[config.mk]
export PLATFORM = sky130hd
export DESIGN_NAME = pac_regs
export DESIGN_NICKNAME = d
export VERILOG_FILES = /design/src/inc/pac_pkg.sv /design/src/pac_regs.sv
export SDC_FILE = /design/constraint.sdc
export NUM_CORES = 1
export LEC_CHECK = 0
export BUFFER_PORTS_ARGS = -buffer_cell sky130_fd_sc_hd__clkbuf_2
export CORE_AREA = 2 2 139 141
export CTS_CLUSTER_DIAMETER = 120
export CTS_CLUSTER_SIZE = 25
export DETAILED_ROUTE_END_ITERATION = 8
export DIE_AREA = 0 0 141 143
export GPL_TIMING_DRIVEN = 0
export PLACE_DENSITY = 0.86
export SYNTH_ARGS = -nofsm -noshare
export SYNTH_HDL_FRONTEND = slang
export SYNTH_SLANG_ARGS = --single-unit
[constraint.sdc]
create_clock -name clk -period 1.69 [get_ports clk]
set_input_delay 0.338 -clock clk [delete_from_list [all_inputs] [get_ports clk]]
set_output_delay 0.338 -clock clk [all_outputs]
set_load 0.01 [all_outputs]
[src/inc/pac_pkg.sv]
// Purpose: Shared constants and carriers for the translation-side PCIe configuration register bank
// Assumes: 32-bit register port, each 64-bit register split into a low and a high word
// Notes: Byte addresses of the register words; interrupt words sit after the bank
package pac_pkg;
   localparam int ADDR_W = 17;
   localparam int DATA_W = 32;
   // Register word byte addresses
   localparam logic [16:0] STAT_LO_ADDR = 17'h1_9840;
   localparam logic [16:0] STAT_HI_ADDR = 17'h1_9844;
   localparam logic [16:0] CTRL_LO_ADDR = 17'h1_9860;
   localparam logic [16:0] CTRL_HI_ADDR = 17'h1_9864;
   localparam logic [16:0] EXT_LO_ADDR = 17'h1_9870;
   localparam logic [16:0] EXT_HI_ADDR = 17'h1_9874;
   localparam logic [16:0] IRQ_STAT_ADDR = 17'h1_9880;
   localparam logic [16:0] IRQ_MASK_ADDR = 17'h1_9884;
   // Values after reset
   localparam logic [63:0] STAT_RST = 64'h0000_0000_0000_0100;
   localparam logic [63:0] CTRL_RST = 64'h0000_0000_FF00_0000;
   localparam logic [63:0] EXT_RST = 64'h03FF_0000_0000_0000;
   localparam logic [1:0] IRQ_RST = 2'h0;
   // Interrupt event bit positions
   localparam int IRQ_RFAIL_BIT = 0;
   localparam int IRQ_UGI_BIT = 1;
   // Function-ID select encodings
   typedef enum logic [1:0] {
      PAC_FSEL_BDF = 2'h0,
      PAC_FSEL_PARTIAL = 2'h1,
      PAC_FSEL_FULL = 2'h2,
      PAC_FSEL_RSVD = 2'h3
   } pac_fsel_t;
   // Page-request status layout
   typedef struct packed {
      logic [47:0] rsv_hi;
      logic prg_pasid_required;
      logic [5:0] rsv_mid;
      logic prg_stop_flag;
      logic [5:0] rsv_lo;
      logic unexpected_group_index_flag;
      logic response_failure_flag;
   } pac_stat_t;
   // Link identity control layout
   typedef struct packed {
      logic [15:0] root_complex_identity;
      logic [3:0] rsv;
      logic ecrc_enable;
      logic [10:0] max_payload_size;
      logic [7:0] tag8_upper_limit;
      logic [7:0] tag8_lower_limit;
      logic [15:0] endpoint_identity;
   } pac_ctrl_t;
   // Extended identity control layout
   typedef struct packed {
      logic [1:0] function_id_select;
      logic tag10_enable;
      logic poison_request_enable;
      logic [1:0] rsv_a;
      logic [9:0] tag10_upper_limit;
      logic [5:0] rsv_b;
      logic [9:0] tag10_lower_limit;
      logic [16:0] rsv_c;
      logic [1:0] endpoint_component_id;
      logic [12:0] endpoint_function_id;
   } pac_ext_t;
   // Identities placed in generated packets
   typedef struct packed {
      logic [15:0] completer_id;
      logic [15:0] requester_id;
      logic [15:0] device_id;
   } pac_ids_t;
   // Active tag window
   typedef struct packed {
      logic [9:0] upper;
      logic [9:0] lower;
   } pac_tags_t;
endpackage : pac_pkg

[src/pac_regs.sv]
// Purpose: Page-request status and PCIe identity control registers with derived link settings
// Assumes: All event and status inputs come from logic on clk; plain register port
// Notes: 64-bit registers are reached as two 32-bit words, low word at the lower address
//
// Contract
// - PASID-required flag bit 15 read-only, reset 0, zero outside PASID context.
// - Status: read-only stop bit 8 reset 1; R/W flags bits 1 and 0 reset 0.
// - Root identity 63:48, endpoint identity 15:0, max payload 42:32, all R/W, reset 0.
// - Eight-bit tag limits: upper 31:24 reset FF, lower 23:16 reset 0.
// - ECRC enable bit 43 R/W, reset 0, turns on end-to-end CRC.
// - Select 01 partial function ID on completer/requester; 10 everywhere; 11 reserved.
// - Select 00 uses endpoint identity for completer, requester and device IDs.
// - Bit 61 chooses 8-bit overloaded tags or 10-bit tags on both interfaces.
// - In 10-bit mode the 10-bit limits apply and 8-bit limits are ignored.
// - Ten-bit upper limit 57:48 reset 3FF, lower limit 41:32 reset 0.
// - Poison bit 60 poisons on uncorrectable payload error, only in 10-bit mode; code also requires aer_enable.
// - Thirteen-bit function ID 12:0 R/W, used only when function ID selected.
//
// Implementation choices: strobed register access and the placing of the registers.
module pac_regs (
   input wire logic clk,
   input wire logic nrst,
   input wire logic [pac_pkg::ADDR_W-1:0] reg_addr,
   input wire logic [pac_pkg::DATA_W-1:0] reg_wdata,
   input wire logic reg_wr,
   input wire logic reg_rd,
   output logic [pac_pkg::DATA_W-1:0] reg_rdata,
   input wire logic pasid_ctx_en,
   input wire logic prg_pasid_required_in,
   input wire logic prg_stop_in,
   input wire logic response_failure_evt,
   input wire logic unexpected_group_index_evt,
   input wire logic aer_enable,
   output pac_pkg::pac_ids_t ids,
   output pac_pkg::pac_tags_t tag_window,
   output logic tag10_mode,
   output logic ecrc_on,
   output logic [10:0] max_payload,
   output logic [15:0] root_identity,
   output logic poison_on,
   output logic irq
);
   ////////////////////////////////////////////////////////////////////////////
   pac_pkg::pac_stat_t stat_r, stat_nxt;
   pac_pkg::pac_ctrl_t ctrl_r, ctrl_nxt;
   pac_pkg::pac_ext_t ext_r, ext_nxt;
   logic [1:0] irq_stat_r, irq_stat_nxt;
   logic [1:0] irq_mask_r, irq_mask_nxt;
   logic [1:0] evt;
   logic wr_stat_lo, wr_ctrl_lo, wr_ctrl_hi, wr_ext_lo, wr_ext_hi, wr_istat, wr_imask;

   // Write decode
   assign wr_stat_lo = reg_wr && (reg_addr == pac_pkg::STAT_LO_ADDR);
   assign wr_ctrl_lo = reg_wr && (reg_addr == pac_pkg::CTRL_LO_ADDR);
   assign wr_ctrl_hi = reg_wr && (reg_addr == pac_pkg::CTRL_HI_ADDR);
   assign wr_ext_lo = reg_wr && (reg_addr == pac_pkg::EXT_LO_ADDR);
   assign wr_ext_hi = reg_wr && (reg_addr == pac_pkg::EXT_HI_ADDR);
   assign wr_istat = reg_wr && (reg_addr == pac_pkg::IRQ_STAT_ADDR);
   assign wr_imask = reg_wr && (reg_addr == pac_pkg::IRQ_MASK_ADDR);
   assign evt = {unexpected_group_index_evt, response_failure_evt};

   ////////////////////////////////////////////////////////////////////////////
   // Next register contents
   always_comb begin
      stat_nxt = stat_r;
      ctrl_nxt = ctrl_r;
      ext_nxt = ext_r;
      irq_stat_nxt = irq_stat_r;
      irq_mask_nxt = irq_mask_r;
      // Status flags: write stores, hardware event sets and wins
      if (wr_stat_lo) begin
         stat_nxt.response_failure_flag = reg_wdata[0];
         stat_nxt.unexpected_group_index_flag = reg_wdata[1];
      end
      if (response_failure_evt) begin
         stat_nxt.response_failure_flag = 1'b1;
      end
      if (unexpected_group_index_evt) begin
         stat_nxt.unexpected_group_index_flag = 1'b1;
      end
      stat_nxt.prg_stop_flag = prg_stop_in;
      stat_nxt.prg_pasid_required = pasid_ctx_en & prg_pasid_required_in;
      // Control words
      if (wr_ctrl_lo) begin
         ctrl_nxt[31:0] = reg_wdata;
      end
      if (wr_ctrl_hi) begin
         ctrl_nxt[63:32] = reg_wdata;
      end
      if (wr_ext_lo) begin
         ext_nxt[31:0] = reg_wdata;
      end
      if (wr_ext_hi) begin
         ext_nxt[63:32] = reg_wdata;
      end
      // Reserved fields hold zero
      stat_nxt.rsv_hi = '0;
      stat_nxt.rsv_mid = '0;
      stat_nxt.rsv_lo = '0;
      ctrl_nxt.rsv = '0;
      ext_nxt.rsv_a = '0;
      ext_nxt.rsv_b = '0;
      ext_nxt.rsv_c = '0;
      // Interrupt status: write one clears, a new event wins
      if (wr_istat) begin
         irq_stat_nxt = irq_stat_r & ~reg_wdata[1:0];
      end
      irq_stat_nxt = irq_stat_nxt | evt;
      if (wr_imask) begin
         irq_mask_nxt = reg_wdata[1:0];
      end
   end

   // Register storage
   always_ff @(posedge clk or negedge nrst) begin
      if (!nrst) begin
         stat_r <= pac_pkg::pac_stat_t'(pac_pkg::STAT_RST);
         ctrl_r <= pac_pkg::pac_ctrl_t'(pac_pkg::CTRL_RST);
         ext_r <= pac_pkg::pac_ext_t'(pac_pkg::EXT_RST);
         irq_stat_r <= pac_pkg::IRQ_RST;
         irq_mask_r <= pac_pkg::IRQ_RST;
      end else begin
         stat_r <= stat_nxt;
         ctrl_r <= ctrl_nxt;
         ext_r <= ext_nxt;
         irq_stat_r <= irq_stat_nxt;
         irq_mask_r <= irq_mask_nxt;
      end
   end

   ////////////////////////////////////////////////////////////////////////////
   logic [31:0] rdata_r, rdata_nxt;

   // Read mux, unmapped words read zero
   always_comb begin
      rdata_nxt = '0;
      if (reg_rd) begin
         case (reg_addr)
            pac_pkg::STAT_LO_ADDR: rdata_nxt = stat_r[31:0];
            pac_pkg::STAT_HI_ADDR: rdata_nxt = stat_r[63:32];
            pac_pkg::CTRL_LO_ADDR: rdata_nxt = ctrl_r[31:0];
            pac_pkg::CTRL_HI_ADDR: rdata_nxt = ctrl_r[63:32];
            pac_pkg::EXT_LO_ADDR: rdata_nxt = ext_r[31:0];
            pac_pkg::EXT_HI_ADDR: rdata_nxt = ext_r[63:32];
            pac_pkg::IRQ_STAT_ADDR: rdata_nxt = {30'h0, irq_stat_r};
            pac_pkg::IRQ_MASK_ADDR: rdata_nxt = {30'h0, irq_mask_r};
            default: rdata_nxt = '0;
         endcase
      end
   end

   // Read data stands one cycle after the strobe
   always_ff @(posedge clk or negedge nrst) begin
      if (!nrst) begin
         rdata_r <= '0;
      end else begin
         rdata_r <= rdata_nxt;
      end
   end

   assign reg_rdata = rdata_r;

   ////////////////////////////////////////////////////////////////////////////
   pac_pkg::pac_ids_t ids_r, ids_nxt;
   pac_pkg::pac_tags_t tags_r, tags_nxt;
   logic tag10_r, ecrc_r, poison_r, irq_r;
   logic [10:0] mps_r;
   logic [15:0] root_r;
   logic [15:0] fid16;

   // Function identity as a 16-bit ID field
   assign fid16 = {1'b0, ext_r.endpoint_component_id, ext_r.endpoint_function_id};

   // Derived link settings
   always_comb begin
      ids_nxt.completer_id = ctrl_r.endpoint_identity;
      ids_nxt.requester_id = ctrl_r.endpoint_identity;
      ids_nxt.device_id = ctrl_r.endpoint_identity;
      case (pac_pkg::pac_fsel_t'(ext_r.function_id_select))
         pac_pkg::PAC_FSEL_PARTIAL: begin
            ids_nxt.completer_id = fid16;
            ids_nxt.requester_id = fid16;
         end
         pac_pkg::PAC_FSEL_FULL: begin
            ids_nxt.completer_id = fid16;
            ids_nxt.requester_id = fid16;
            ids_nxt.device_id = fid16;
         end
         default: begin
            ids_nxt.device_id = ctrl_r.endpoint_identity;
         end
      endcase
      if (ext_r.tag10_enable) begin
         tags_nxt.upper = ext_r.tag10_upper_limit;
         tags_nxt.lower = ext_r.tag10_lower_limit;
      end else begin
         tags_nxt.upper = {2'h0, ctrl_r.tag8_upper_limit};
         tags_nxt.lower = {2'h0, ctrl_r.tag8_lower_limit};
      end
   end

   // Output registers
   always_ff @(posedge clk or negedge nrst) begin
      if (!nrst) begin
         ids_r <= '0;
         tags_r <= '0;
         tag10_r <= 1'b0;
         ecrc_r <= 1'b0;
         mps_r <= '0;
         root_r <= '0;
         poison_r <= 1'b0;
         irq_r <= 1'b0;
      end else begin
         ids_r <= ids_nxt;
         tags_r <= tags_nxt;
         tag10_r <= ext_r.tag10_enable;
         ecrc_r <= ctrl_r.ecrc_enable;
         mps_r <= ctrl_r.max_payload_size;
         root_r <= ctrl_r.root_complex_identity;
         poison_r <= ext_r.poison_request_enable & ext_r.tag10_enable & aer_enable;
         irq_r <= |(irq_stat_nxt & irq_mask_nxt);
      end
   end

   assign ids = ids_r;
   assign tag_window = tags_r;
   assign tag10_mode = tag10_r;
   assign ecrc_on = ecrc_r;
   assign max_payload = mps_r;
   assign root_identity = root_r;
   assign poison_on = poison_r;
   assign irq = irq_r;
endmodule : pac_regs

==> impl_metrics.csv <==
group,metric,value,unit
status,status,"finished clean",
sta,maxSlewViolCount,0,
sta,setup_violations,0,
power,p_int,6.86,mW
placed_design,dp_hpwl,14.7,mm
power,p_leak,5.63,nW
flow_run,max_cap_violations,0,
global_route,first_global_vias,5680,
clock_tree,clk_latency,470,ps
setup_path,endpoint_kind,"register",
detailed_routing,wirelength,20.9,mm
logic_synthesis,synth_top_area_share,56.8,%
placed_design,placedCellCount,982,
sta,relSlewSlack,45.8,%
sta,max_freq,622,MHz
setup_path,start_kind,"input port",
logic_synthesis,synth_async_sr_flop_share,100,%
detailed_routing,vias,5412,
clock_tree,htree_levels,1,
sta,tns,0,ps
power,seq_power_share,60.8,%
layout,n_antenna_cell,0,
global_route,grt_max_degree,122,
detailed_routing,ant_nets,0,
placed_design,portBuffers,186,
logic_synthesis,synth_area,0.00894,mm2
clock_tree,clockBufferDepth,3,
logic_synthesis,synth_flop_cell,"dfrtp_1",
detailed_routing,wl_met2,10.8,mm
floorplanning,placeableCoreArea,0.0186,mm2
global_route,gr-total-overflow,0,
detailed_routing,m1WireLength,8.77,mm
setup_path,crit_arrival,1950,ps
logic_synthesis,yosys-top-cells-area,"dfrtp_1, mux2_2, mux2_4, dfstp_2, mux4_2",
logic_synthesis,yosys.area.top_type,"dfrtp_1",
clock_tree,tritoncts,"yes",
power,switching_share,21.6,%
clock_tree,cts_inserted_buffers,12,
setup_path,cp_data_required_time,2040,ps
detailed_routing,drc_errors,0,
setup_path,critical_path_class,"input port to register",
logic_synthesis,syn_area_per_cell,16.0,um2
power,pwr-share-comb,4.0,%
detailed_routing,wl_per_cell,20.8,um
detailed_routing,drt_iter0_markers,222,
worst_hold_path,hold_path_class,"input port to register",
sta,min_period,1610,ps
layout,final_cells,1005,
logic_synthesis,synth_cell_types,41,
sta,finClkSkew,21.6,ps
power,finalPower,8.75,mW
sta,worstMarginPinSlew,813,ps
sta,final.setup.worst_slack,81.6,ps
placed_design,gp_congestion,0.829,
sta,period_share,95.2,%
layout,fin_nets,826,
logic_synthesis,yosys_warnings,0,
detailed_routing,vias_per_cell,5.39,
layout,drive_gt1_share,57.5,%
clock_tree,root_buffer,"clkbuf_16",
logic_synthesis,synth_seq_cells,222,
detailed_routing,met3WireLength,920,um
floorplanning,start_util,48.1,%
logic_synthesis,syn-instance-count,560,
global_route,track_usage,20.9,%
power,p_clk_share,35.2,%
global_route,grt_pass1_wl,32.1,mm
logic_synthesis,synth_edf_count,0,
power,ir_drop,510,uV
placed_design,dp_slack,-705,ps
sta,rsz0062_at_grt,"false",
detailed_routing,routed.top_layer,"met4",
layout,syn2layout_area_growth,19.5,%
clock_tree,clk_pin_slew_worst_paths,100,ps
logic_synthesis,yosysSeqAreaShare,62.4,%
setup_path,crit_fanout,10,
floorplanning,io_pins,190,
floorplanning,fp-row-count,50,
sta,finalHoldViolCount,0,
detailed_routing,first_pass_iters,4,
global_route,antenna_found_initial,0,
power,p_per_area,819,mW/mm2
floorplanning,die_width,141,um
clock_tree,numClockSinks,222,
power,switchingPower,1.89,mW
floorplanning,dieArea,0.0202,mm2
floorplanning,die-height,143,um
logic_synthesis,synth_fp_nets,620,
[power by group through the flow]
stage	clock (mW)	combinational [mW]	sequential (mW)
5_1_grt	3.36	0.391	5.32
4_1_cts	3.15	0.359	5.32
2_1_floorplan	0	0.0873	5.42
6_report	3.08	0.352	5.32
3_5_place_dp	0	0.352	5.42
3_3_place_gp	0	0.327	5.42
[flip-flops by register name (all words and copies together) (netlist names)]
| name | count |
|---|---|
| poison_on | 1 |
| reg_rdata | 32 |
| irq_mask_r | 2 |
| tag_window | 20 |
| max_payload | 11 |
| stat_r | 4 |
| ids | 32 |
| tag10_mode | 1 |
| ecrc_on | 1 |
| ctrl_r | 60 |
| irq_stat_r | 2 |
| irq | 1 |
| ext_r | 39 |
| root_identity | 16 |
[timing repair]
item,CTS,global route
endpoints found under the hold margin,81,0
resized for setup,8,6
hold buffers,2,0
pin swaps,1,1
buffers inserted,2,2
setup endpoints to repair,60,52
[per-stage QoR]
step	hold slack [ps]	util, %	area [um2]
floorplan	42.4	-	8960
global placement	380	54.8	10200
detailed placement	383	55.1	10200
CTS	50.9	57.3	10600
global route	40.0	57.5	10700
finish	64.2	57.5	10700
[final cells by class]
class / count / area (um2)
fill: 1463 / 7900
sequential: 222 / 5580
multi-input combinational: 291 / 3070
inverter: 3 / 11.3
clock buffer: 18 / 344
tap: 234 / 293
timing repair buffer: 194 / 1040
buffer: 42 / 330
clock inverter: 1 / 5.00
[synth_stat cells (all sizes together) (3+ instances only)]
library cell	instances
dfrtp	203
mux2	161
buf	35
nor2	29
dfstp	19
a22oi	18
mux4	10
and3	9
clkbuf	9
and2	8
a21oi	7
mux2i	7
nand2	7
nor3	6
nand4	4
nor4b	4
inv	3
[per-layer routing]
| metal | up-vias | global-route usage (%) |
|---|---|---|
| met3 | 29 | 2.62 |
| li1 | 2394 | - |
| met5 | - | 0 |
| met4 | 0 | 5.79 |
| met2 | 189 | 36.5 |
| met1 | 2800 | 27.7 |
[cell families after synthesis]
family	share of synthesized area (%)
muxes	25.7
and+or+nand+nor	5.64
adders and majority gates	0.140
AOI/OAI and AO/OA	2.42
buffers and inverters	3.67
DFF	62.4
[critical path: stages]
cell     delay (ps)
buf_2           250
nor2b_2         450
and3_4          260
buf_12          150
buf_12          180
mux2_4          310
[final timing paths]
check,depth (start not counted),start,slack (ps),to
max,6,reg_addr[2],80,ctrl_r[48]
min,2,prg_pasid_required_in,60,stat_r[15]
max reg2reg,4,ext_r[62],120,ids[43]
min reg2reg,0,ctrl_r[63],400,root_identity[15]
max in group asynchronous,4,nrst,270,stat_r[8]
min in group asynchronous,3,nrst,500,root_identity[12]
[cells in the final DEF (no fill, tap or decap), types with 3 or more instances in the layout]
cell type / instances
a21oi_1: 7
a22oi_1: 18
and2_1: 8
and3_1: 8
buf_1: 3
buf_12: 3
buf_2: 4
buf_4: 22
buf_6: 3
clkbuf_1: 9
clkbuf_16: 13
clkbuf_2: 187
clkbuf_4: 4
dfrtp_1: 203
dfstp_2: 19
inv_1: 3
mux2_2: 111
mux2_4: 50
mux2i_1: 7
mux4_2: 10
nand2_1: 7
nand4_1: 3
nor2_1: 28
nor3_1: 6
(Power assumes the default switching activity.)
